### src/rtl/lcg_pkg.sv
package lcg_pkg;
   localparam int          ADDR_W            = 4;
   localparam int          DATA_W            = 32;
   localparam int          SEL_W             = 8;
   localparam int          N_IN              = 4;
   localparam logic [ADDR_W-1:0] OFF_G3_SEL  = 4'h0;
   localparam logic [ADDR_W-1:0] OFF_G4_SEL  = 4'h4;
   localparam logic [SEL_W-1:0]  SEL_RESET   = 8'h00;
   localparam logic [1:0]  RESP_OKAY         = 2'h0;
   localparam logic [1:0]  RESP_SLVERR       = 2'h2;
   // Bit position of the true-select for input n (0-based); inverted is one below
   localparam int          TRUE_BIT_BASE     = 1;
endpackage

### src/rtl/lcg_gate34_sel.sv
module lcg_gate34_sel (
   // Clock and reset
   input  wire logic        aclk,
   input  wire logic        aresetn,
   // AXI4-Lite write address
   input  wire logic [3:0]  s_axi_awaddr,
   input  wire logic        s_axi_awvalid,
   output logic             s_axi_awready,
   // AXI4-Lite write data
   input  wire logic [31:0] s_axi_wdata,
   input  wire logic [3:0]  s_axi_wstrb,
   input  wire logic        s_axi_wvalid,
   output logic             s_axi_wready,
   // AXI4-Lite write response
   output logic [1:0]       s_axi_bresp,
   output logic             s_axi_bvalid,
   input  wire logic        s_axi_bready,
   // AXI4-Lite read address
   input  wire logic [3:0]  s_axi_araddr,
   input  wire logic        s_axi_arvalid,
   output logic             s_axi_arready,
   // AXI4-Lite read data
   output logic [31:0]      s_axi_rdata,
   output logic [1:0]       s_axi_rresp,
   output logic             s_axi_rvalid,
   input  wire logic        s_axi_rready,
   // Data selector copies, same clock domain
   input  wire logic        data_in1_true,
   input  wire logic        data_in1_inverted,
   input  wire logic        data_in2_true,
   input  wire logic        data_in2_inverted,
   input  wire logic        data_in3_true,
   input  wire logic        data_in3_inverted,
   input  wire logic        data_in4_true,
   input  wire logic        data_in4_inverted,
   // Gate outputs
   output logic             gate_three_out,
   output logic             gate_four_out
);
   localparam int SW = lcg_pkg::SEL_W;

   logic [SW-1:0] gate3_input_select_ff, nxt_gate3_input_select;
   logic [SW-1:0] gate4_input_select_ff, nxt_gate4_input_select;
   logic          aw_held_ff, nxt_aw_held;
   logic [3:0]    aw_addr_ff, nxt_aw_addr;
   logic          w_held_ff, nxt_w_held;
   logic [31:0]   w_data_ff, nxt_w_data;
   logic [3:0]    w_strb_ff, nxt_w_strb;
   logic          bvalid_ff, nxt_bvalid;
   logic [1:0]    bresp_ff, nxt_bresp;
   logic          rvalid_ff, nxt_rvalid;
   logic [1:0]    rresp_ff, nxt_rresp;
   logic [31:0]   rdata_ff, nxt_rdata;
   logic          g3_ff, nxt_g3;
   logic          g4_ff, nxt_g4;
   logic [3:0]    din_true, din_inv;
   logic          g3_comb, g4_comb;
   logic          do_write;
   logic          awready_ff, nxt_awready;
   logic          wready_ff, nxt_wready;
   logic          arready_ff, nxt_arready;

   function automatic logic is_g3(input logic [3:0] a);
      return a == lcg_pkg::OFF_G3_SEL;
   endfunction
   function automatic logic is_g4(input logic [3:0] a);
      return a == lcg_pkg::OFF_G4_SEL;
   endfunction

   assign din_true = {data_in4_true, data_in3_true, data_in2_true, data_in1_true};
   assign din_inv  = {data_in4_inverted, data_in3_inverted, data_in2_inverted, data_in1_inverted};

   // input 2 true via bit 3
   lcg_gate_or #(.N(lcg_pkg::N_IN)) u_g3 (
      .sel      (gate3_input_select_ff),
      .din_true (din_true),
      .din_inv  (din_inv),
      .gate     (g3_comb)
   );
   lcg_gate_or #(.N(lcg_pkg::N_IN)) u_g4 (
      .sel      (gate4_input_select_ff),
      .din_true (din_true),
      .din_inv  (din_inv),
      .gate     (g4_comb)
   );

   assign do_write = aw_held_ff && w_held_ff && !bvalid_ff;

   always_comb begin
      nxt_aw_held = aw_held_ff;
      nxt_aw_addr = aw_addr_ff;
      nxt_w_held  = w_held_ff;
      nxt_w_data  = w_data_ff;
      nxt_w_strb  = w_strb_ff;
      nxt_bvalid  = bvalid_ff;
      nxt_bresp   = bresp_ff;
      nxt_gate3_input_select = gate3_input_select_ff;
      nxt_gate4_input_select = gate4_input_select_ff;
      if (s_axi_awvalid && awready_ff) begin
         nxt_aw_held = 1'b1;
         nxt_aw_addr = s_axi_awaddr;
      end
      if (s_axi_wvalid && wready_ff) begin
         nxt_w_held = 1'b1;
         nxt_w_data = s_axi_wdata;
         nxt_w_strb = s_axi_wstrb;
      end
      if (bvalid_ff && s_axi_bready) begin
         nxt_bvalid = 1'b0;
      end
      if (do_write) begin
         nxt_aw_held = 1'b0;
         nxt_w_held  = 1'b0;
         nxt_bvalid  = 1'b1;
         nxt_bresp   = lcg_pkg::RESP_OKAY;
         if (is_g3(aw_addr_ff)) begin
            if (w_strb_ff[0]) begin
               nxt_gate3_input_select = w_data_ff[SW-1:0];
            end
         end else if (is_g4(aw_addr_ff)) begin
            if (w_strb_ff[0]) begin
               nxt_gate4_input_select = w_data_ff[SW-1:0];
            end
         end else begin
            nxt_bresp = lcg_pkg::RESP_SLVERR;
         end
      end
   end

   always_comb begin
      nxt_rvalid = rvalid_ff;
      nxt_rresp  = rresp_ff;
      nxt_rdata  = rdata_ff;
      if (rvalid_ff && s_axi_rready) begin
         nxt_rvalid = 1'b0;
      end
      if (s_axi_arvalid && arready_ff) begin
         nxt_rvalid = 1'b1;
         nxt_rresp  = lcg_pkg::RESP_OKAY;
         nxt_rdata  = 32'h0000_0000;
         if (is_g3(s_axi_araddr)) begin
            nxt_rdata[SW-1:0] = gate3_input_select_ff;
         end else if (is_g4(s_axi_araddr)) begin
            nxt_rdata[SW-1:0] = gate4_input_select_ff;
         end else begin
            nxt_rresp = lcg_pkg::RESP_SLVERR;
         end
      end
   end

   always_comb begin
      nxt_g3 = g3_comb;
      nxt_g4 = g4_comb;
   end

   always_ff @(posedge aclk) begin
      if (!aresetn) begin
         gate3_input_select_ff <= lcg_pkg::SEL_RESET;
         gate4_input_select_ff <= lcg_pkg::SEL_RESET;
         aw_held_ff <= 1'b0;
         aw_addr_ff <= 4'h0;
         w_held_ff  <= 1'b0;
         w_data_ff  <= 32'h0000_0000;
         w_strb_ff  <= 4'h0;
         bvalid_ff  <= 1'b0;
         bresp_ff   <= 2'h0;
         rvalid_ff  <= 1'b0;
         rresp_ff   <= 2'h0;
         rdata_ff   <= 32'h0000_0000;
         g3_ff      <= 1'b0;
         g4_ff      <= 1'b0;
         awready_ff <= 1'b0;
         wready_ff  <= 1'b0;
         arready_ff <= 1'b0;
      end else begin
         gate3_input_select_ff <= nxt_gate3_input_select;
         gate4_input_select_ff <= nxt_gate4_input_select;
         aw_held_ff <= nxt_aw_held;
         aw_addr_ff <= nxt_aw_addr;
         w_held_ff  <= nxt_w_held;
         w_data_ff  <= nxt_w_data;
         w_strb_ff  <= nxt_w_strb;
         bvalid_ff  <= nxt_bvalid;
         bresp_ff   <= nxt_bresp;
         rvalid_ff  <= nxt_rvalid;
         rresp_ff   <= nxt_rresp;
         rdata_ff   <= nxt_rdata;
         g3_ff      <= nxt_g3;
         g4_ff      <= nxt_g4;
         awready_ff <= nxt_awready;
         wready_ff  <= nxt_wready;
         arready_ff <= nxt_arready;
      end
   end

   // Ready flops track a free slot, low through reset
   always_comb begin
      nxt_awready = !nxt_aw_held;
      nxt_wready  = !nxt_w_held;
      nxt_arready = !nxt_rvalid;
   end
   assign s_axi_awready  = awready_ff;
   assign s_axi_wready   = wready_ff;
   assign s_axi_arready  = arready_ff;
   assign s_axi_bvalid   = bvalid_ff;
   assign s_axi_bresp    = bresp_ff;
   assign s_axi_rvalid   = rvalid_ff;
   assign s_axi_rresp    = rresp_ff;
   assign s_axi_rdata    = rdata_ff;
   assign gate_three_out = g3_ff;
   assign gate_four_out  = g4_ff;
endmodule // lcg_gate34_sel

### src/rtl/lcg_gate_or.sv
module lcg_gate_or #(
   parameter int N = 4
) (
   // Select and data
   input  wire logic [2*N-1:0] sel,
   input  wire logic [N-1:0]   din_true,
   input  wire logic [N-1:0]   din_inv,
   // Result
   output logic                gate
);
   logic [2*N-1:0] terms;

   // Refuse a gate without inputs
   if (N < 1) begin : g_bad_n
      $error("lcg_gate_or needs at least one input");
   end
   genvar i;
   generate
      for (i = 0; i < N; i++) begin : g_in
         assign terms[2*i+lcg_pkg::TRUE_BIT_BASE] = sel[2*i+lcg_pkg::TRUE_BIT_BASE] & din_true[i];
         assign terms[2*i] = sel[2*i] & din_inv[i];
      end
   endgenerate
   assign gate = |terms;
endmodule // lcg_gate_or

### config.mk
export PLATFORM = sky130hd
export DESIGN_NAME = lcg_gate34_sel
export DESIGN_NICKNAME = d
export VERILOG_FILES = /design/src/rtl/lcg_pkg.sv /design/src/rtl/lcg_gate34_sel.sv /design/src/rtl/lcg_gate_or.sv
export SDC_FILE = /design/constraint.sdc
export NUM_CORES = 1
export LEC_CHECK = 0
export BUFFER_PORTS_ARGS = -buffer_cell sky130_fd_sc_hd__buf_4
export CORE_ASPECT_RATIO = 1.2
export CORE_MARGIN = 10
export CORE_UTILIZATION = 35
export CTS_BUF_LIST = sky130_fd_sc_hd__clkbuf_4
export DETAILED_ROUTE_END_ITERATION = 8
export PLACE_DENSITY = 0.71
export SYNTH_ARGS = -nofsm -noshare
export SYNTH_HDL_FRONTEND = slang
export SYNTH_SLANG_ARGS = --single-unit
### constraint.sdc
create_clock -name aclk -period 2.6 [get_ports aclk]
set_input_delay 0.52 -clock aclk [delete_from_list [all_inputs] [get_ports aclk]]
set_output_delay 0.52 -clock aclk [all_outputs]
set_load 0.03 [all_outputs]
==> Word-level counts from Yosys, hierarchy flattened <==
Index checks and enable logic that the tools add are counted.
{ "op_classes": {"n_shift": 0, "n_eq_ne": 2, "bitwise_logic": 17, "mux": 14, "n_mul": 0, "n_div": 0, "add_sub_neg": 0, "n_reduce_logical": 18, "n_lt_le_gt_ge": 0} }
{ "op_table": {"columns": ["cell", "count"], "rows": [
  ["1-bit bitwise AND", 16],
  ["8-bit 2-to-1 mux", 2],
  ["8-bit OR reduction", 2],
  ["4-bit by 3-bit == test with 1-bit output (second input constant)", 2],
  ["4-bit zero test", 2],
  ["1-bit 2-to-1 mux", 8],
  ["2-bit 2-to-1 mux", 4],
  ["1-bit logical AND", 7],
  ["1-bit zero test", 4],
  ["4-bit AND reduction", 1],
  ["3-bit AND reduction", 1],
  ["2-bit nonzero test", 1],
  ["1-bit inverter", 1]
]} }
{ "totals": {"input_bits": 59, "elab_cells": 68, "ff_bits": 50, "output_inout_bits": 43, "mem_bits_ro": 0, "latchBits": 0, "ramBits": 0, "n_memories": 0} }

==> Depth between registers and ports, before layout <==
{ "depth": {"depth_word": 4, "ltp_mapped": 5} }

==> Modules after synthesis <==
A second synthesis with hierarchy kept.
{ "hier_totals": {"cells_unflattened": 231, "area_unflattened_um2": 2124.5} }
{ "modules_own_cells": {"columns": ["module", "cells_per_inst", "area_each_um2", "n_inst", "seq_area_each_um2"], "rows": [
  ["lcg_gate34_sel", 221, 2052.0, 1, 960.9],
  ["lcg_gate_or", 5, 36.3, 2, 0.0]
]} }

==> Least setup slack after synthesis <==
Ideal clock, no wire load.
{ "synth_path": {"path_kind": "register to register", "start": "register awready_ff, in the netlist s_axi_awready", "end": "register awready_ff, in the netlist s_axi_awready", "path_buffers": 0, "period_less_slack_ns": 1.304, "arrival_time_ns": 1.189, "slack_ns": 1.296, "setup_ns": 0.116, "stages_incl_launch_ff": 4, "path_cell_list": "dfxtp_1 -> nand2_1 -> or2_2 -> and3_1"} }
{ "synth_via": {"elab_chain_cells": 4} }
{ "synth_lines": {"columns": ["element", "line_no", "text"], "rows": [
  ["start, declared", "lcg_gate34_sel.sv:59", "logic awready_ff, nxt_awready;"],
  ["start signal, assigned", "lcg_gate34_sel.sv:190", "awready_ff <= nxt_awready;"],
  ["1-bit logical AND", "lcg_gate34_sel.sv:99", "if (s_axi_awvalid && awready_ff) begin"],
  ["1-bit 2-to-1 mux", "lcg_gate34_sel.sv:99", null],
  ["1-bit 2-to-1 mux", "lcg_gate34_sel.sv:111", "if (do_write) begin"],
  ["1-bit zero test", "lcg_gate34_sel.sv:198", "nxt_awready = !nxt_aw_held;"]
]} }
No other way between the ends.
A chain may end at the register's enable or synchronous reset.

==> Final worst setup path <==
{ "layout_path": {"start": "register awready_ff, in the netlist s_axi_awready", "end": "output port s_axi_awready"} }
{ "layout_rtl": {"columns": ["element", "line_no", "text"], "rows": [
  ["end, declared", "lcg_gate34_sel.sv:8", "output logic s_axi_awready,"]
]} }
No word-level cell between the ends.

==> results.py <==
metrics = {
    "run_status": {
        "status": "completed",
    },
    "critical_path": {
        "cp_max_fo": 6,
        "crit_chain": "buf_4",
        "cp-start-kind": "flip-flop",
        "critPathCaptureType": "output pin",
        "r2r_cells": 3,
        "r2r_end": "gate3_input_select_ff[3]",
        "slowest_delay_ns": 0.44,
        "regToRegStartpoint": "aw_addr_ff[3]",
        "crit_buf_inv": 1,
        "worst-path-stages": 1,
        "r2r_setup_slack_ns": 1.12,
        "worstPathRequired_ns": 2.08,
        "slowest_stage": "dfxtp_1",
        "worstSetupPathType": "reg -> out",
        "setup.worst_path.end": "s_axi_awready",
        "arrival_ns": 0.99,
        "crit_path_start": "s_axi_awready",
        "crit_family": "flip-flops",
    },
    "logic_synthesis": {
        "synth_area_sq_um": 2090,
        "syn_inst": 231,
        "async_reset_ff_share_pct": 0,
        "ys_types": 28,
        "synth_seq_cells": 48,
        "ys_top_cells_by_area": "dfxtp_1 (46%), mux2i_1 (11%), buf_4 (10%), nand2_1 (8.8%), a21oi_1 (3.8%)",
        "synth.largest_area_cell": "dfxtp_1",
        "synth_top_cell_area_share_pct": 45.9,
        "synth.avg_cell_area_sq_um": 9.06,
        "seq_area_frac_synth_pct": 45.9,
        "yosysWarnings": 0,
        "synth_edf_count": 0,
        "ys.flop_type": "dfxtp_1",
    },
    "sta": {
        "finalWorstPathRequiredPeriod_ns": 1.51,
        "maxSlewHeadroom_pct": 54.3,
        "timing.final.crit_share_pct": 58.0,
        "skew_ns": 0.0179,
        "max_slew.worst_pin.slew_ns": 0.685,
        "rsz0062_at_grt": "false",
        "final-setup-viol-count": 0,
        "timing.fmax_mhz": 663,
        "hold_viol": 0,
        "fin_tns_setup_ns": 0,
        "slew_violations": 0,
    },
    "clocking": {
        "path_clk_slew_ns": 0.14,
        "h-tree-depth": 2,
        "post_cts_resized": 0,
        "post_cts_buffers": 0,
        "tritoncts": "built",
        "clock_latency_ns": 0.35,
        "cts-root-buf": "clkbuf_4",
        "clockBufferDepth": 2,
        "cts_buffers": 5,
        "hold_buffers": 0,
        "cts_sinks": 48,
    },
    "routing": {
        "wl_met2_microns": 2010,
        "routed-via-count": 1594,
        "drtIter0Drc": 45,
        "antenna_left": 0,
        "wl_microns": 4520,
        "wl_per_cell_microns": 12.7,
        "drtPass1Iterations": 4,
        "via_per_inst": 4.48,
        "drcViolationCount": 0,
        "wl_met1_microns": 2110,
        "routed.top_layer": "met4",
        "wl_met3_microns": 344,
    },
    "floorplanning": {
        "fp.dieW_microns": 90.6,
        "ios": 102,
        "die_y_microns": 105,
        "die-area_sq_um": 9490,
        "coreArea_sq_um": 5740,
        "start_util_pct": 36.4,
        "rows": 30,
    },
    "power_and_ir_drop": {
        "peakVddDrop_mv": 0.349,
        "p_per_area_nw_per_um2": 545,
        "power_leakage_nw": 1.02,
    },
    "global_routing": {
        "grt_usage_pct": 9.36,
        "grt_antenna_before_repair": 0,
        "grt.overflow.total": 0,
        "grt_first_pass_wirelength_microns": 7500,
        "first_global_vias": 1651,
        "grt_max_degree": 30,
    },
    "job": {
        "drv_cap": 0,
    },
    "min_path": {
        "hp-class": "in -> reg",
        "holdPathStages": 3,
    },
    "final_layout": {
        "mostFrequentLayoutCells": "nand2_1 (49), dfxtp_1 (48), buf_4 (48)",
        "final_cells": 356,
        "nets": 334,
        "antenna_cells": 0,
        "mostFrequentLayoutCell": "nand2_1",
        "drive_above_1_share_pct": 21.4,
        "fin_util_pct": 42.7,
        "area_growth_pct": 17.1,
    },
    "placement": {
        "placed_cells": 348,
        "gp_congestion": 0.775,
        "place_hpwl_microns": 3580,
        "port_buffers": 48,
    },
}
## cell families (layout without fill, tap and decap cells)
| family | Yosys count | count (layout) | share of synthesized area, % |
|---|---|---|---|
| buf+inv | 39 | 59 | 12.6 |
| compound gates | 38 | 38 | 11.5 |
| simple gates | 81 | 81 | 18.4 |
| flops | 48 | 48 | 45.9 |
| mux | 24 | 24 | 11.5 |
| other cells | 1 | 26 | 0.179 |
## state kept, by name, summed over array words and instances, names as in the netlist, 4 cells and up
register               flops
s_axi_rdata                8
gate4_input_select_ff      8
gate3_input_select_ff      8
w_data_ff                  8
aw_addr_ff                 4
## how the worst min path moves through the flow
stage,from,slack [ns],endpoint
final,s_axi_wdata[4],0.40,w_data_ff[4]
after global routing,s_axi_wdata[0],0.38,w_data_ff[0]
after CTS,s_axi_wdata[3],0.39,w_data_ff[3]
after detailed placement,w_data_ff[6],0.45,w_data_ff[6]
after global placement,w_data_ff[3],0.44,w_data_ff[3]
after floorplan,w_data_ff[0],0.44,w_data_ff[0]
## layer usage
metal / up-vias / global-route usage, %
met5: - / 0
met4: 0 / 3.30
met3: 6 / 4.72
met2: 53 / 13.9
met1: 710 / 11.3
li1: 825 / -
## where the power goes
group / switching, mW / internal [mW]
sequential: 0.0191 / 0.762
combinational: 0.142 / 0.0734
clock: 0.224 / 0.114
total: 0.386 / 0.950
## synthesized netlist by cell type (all sizes together) (2+ instances only)
cell type and instances:
a211oi 9, a22oi 8, o21ai 3, nand2 49, a41oi 2, a21oi 16, nor2 12, dfxtp 48
nand3 5, buf 32, nor4 2, nor3 2, clkbuf 4, mux2i 24, and3 2, inv 3
and2 4
## area by class of cell
type / count / area [sq um]
Fill cell: 606 / 3290
Multi-Input combinational cell: 169 / 962
Sequential cell: 48 / 961
Timing Repair Buffer: 48 / 360
Tap cell: 80 / 100
Clock buffer: 6 / 45.0
Clock inverter: 2 / 11.3
Inverter: 3 / 11.3
## worst reg2reg max path, stage by stage (launching register included)
cell     delay [ns]
dfxtp_1        0.38
nor4_1         0.29
and3_1         0.51
mux2i_1        0.25
## through the flow
step / setup WS (ns) / hold slack, ns / instance area (sq um) / power, mW
2_1_floorplan: 1.30 / 0.437 / 2190 / 0.970
3_3_place_gp: 1.03 / 0.444 / 2390 / 1.01
3_5_place_dp: 1.04 / 0.447 / 2390 / 1.01
4_1_cts: 1.07 / 0.392 / 2450 / 1.35
5_1_grt: 1.03 / 0.377 / 2450 / 1.41
6_report: 1.09 / 0.401 / 2450 / 1.34
(Power assumes the default switching activity.)
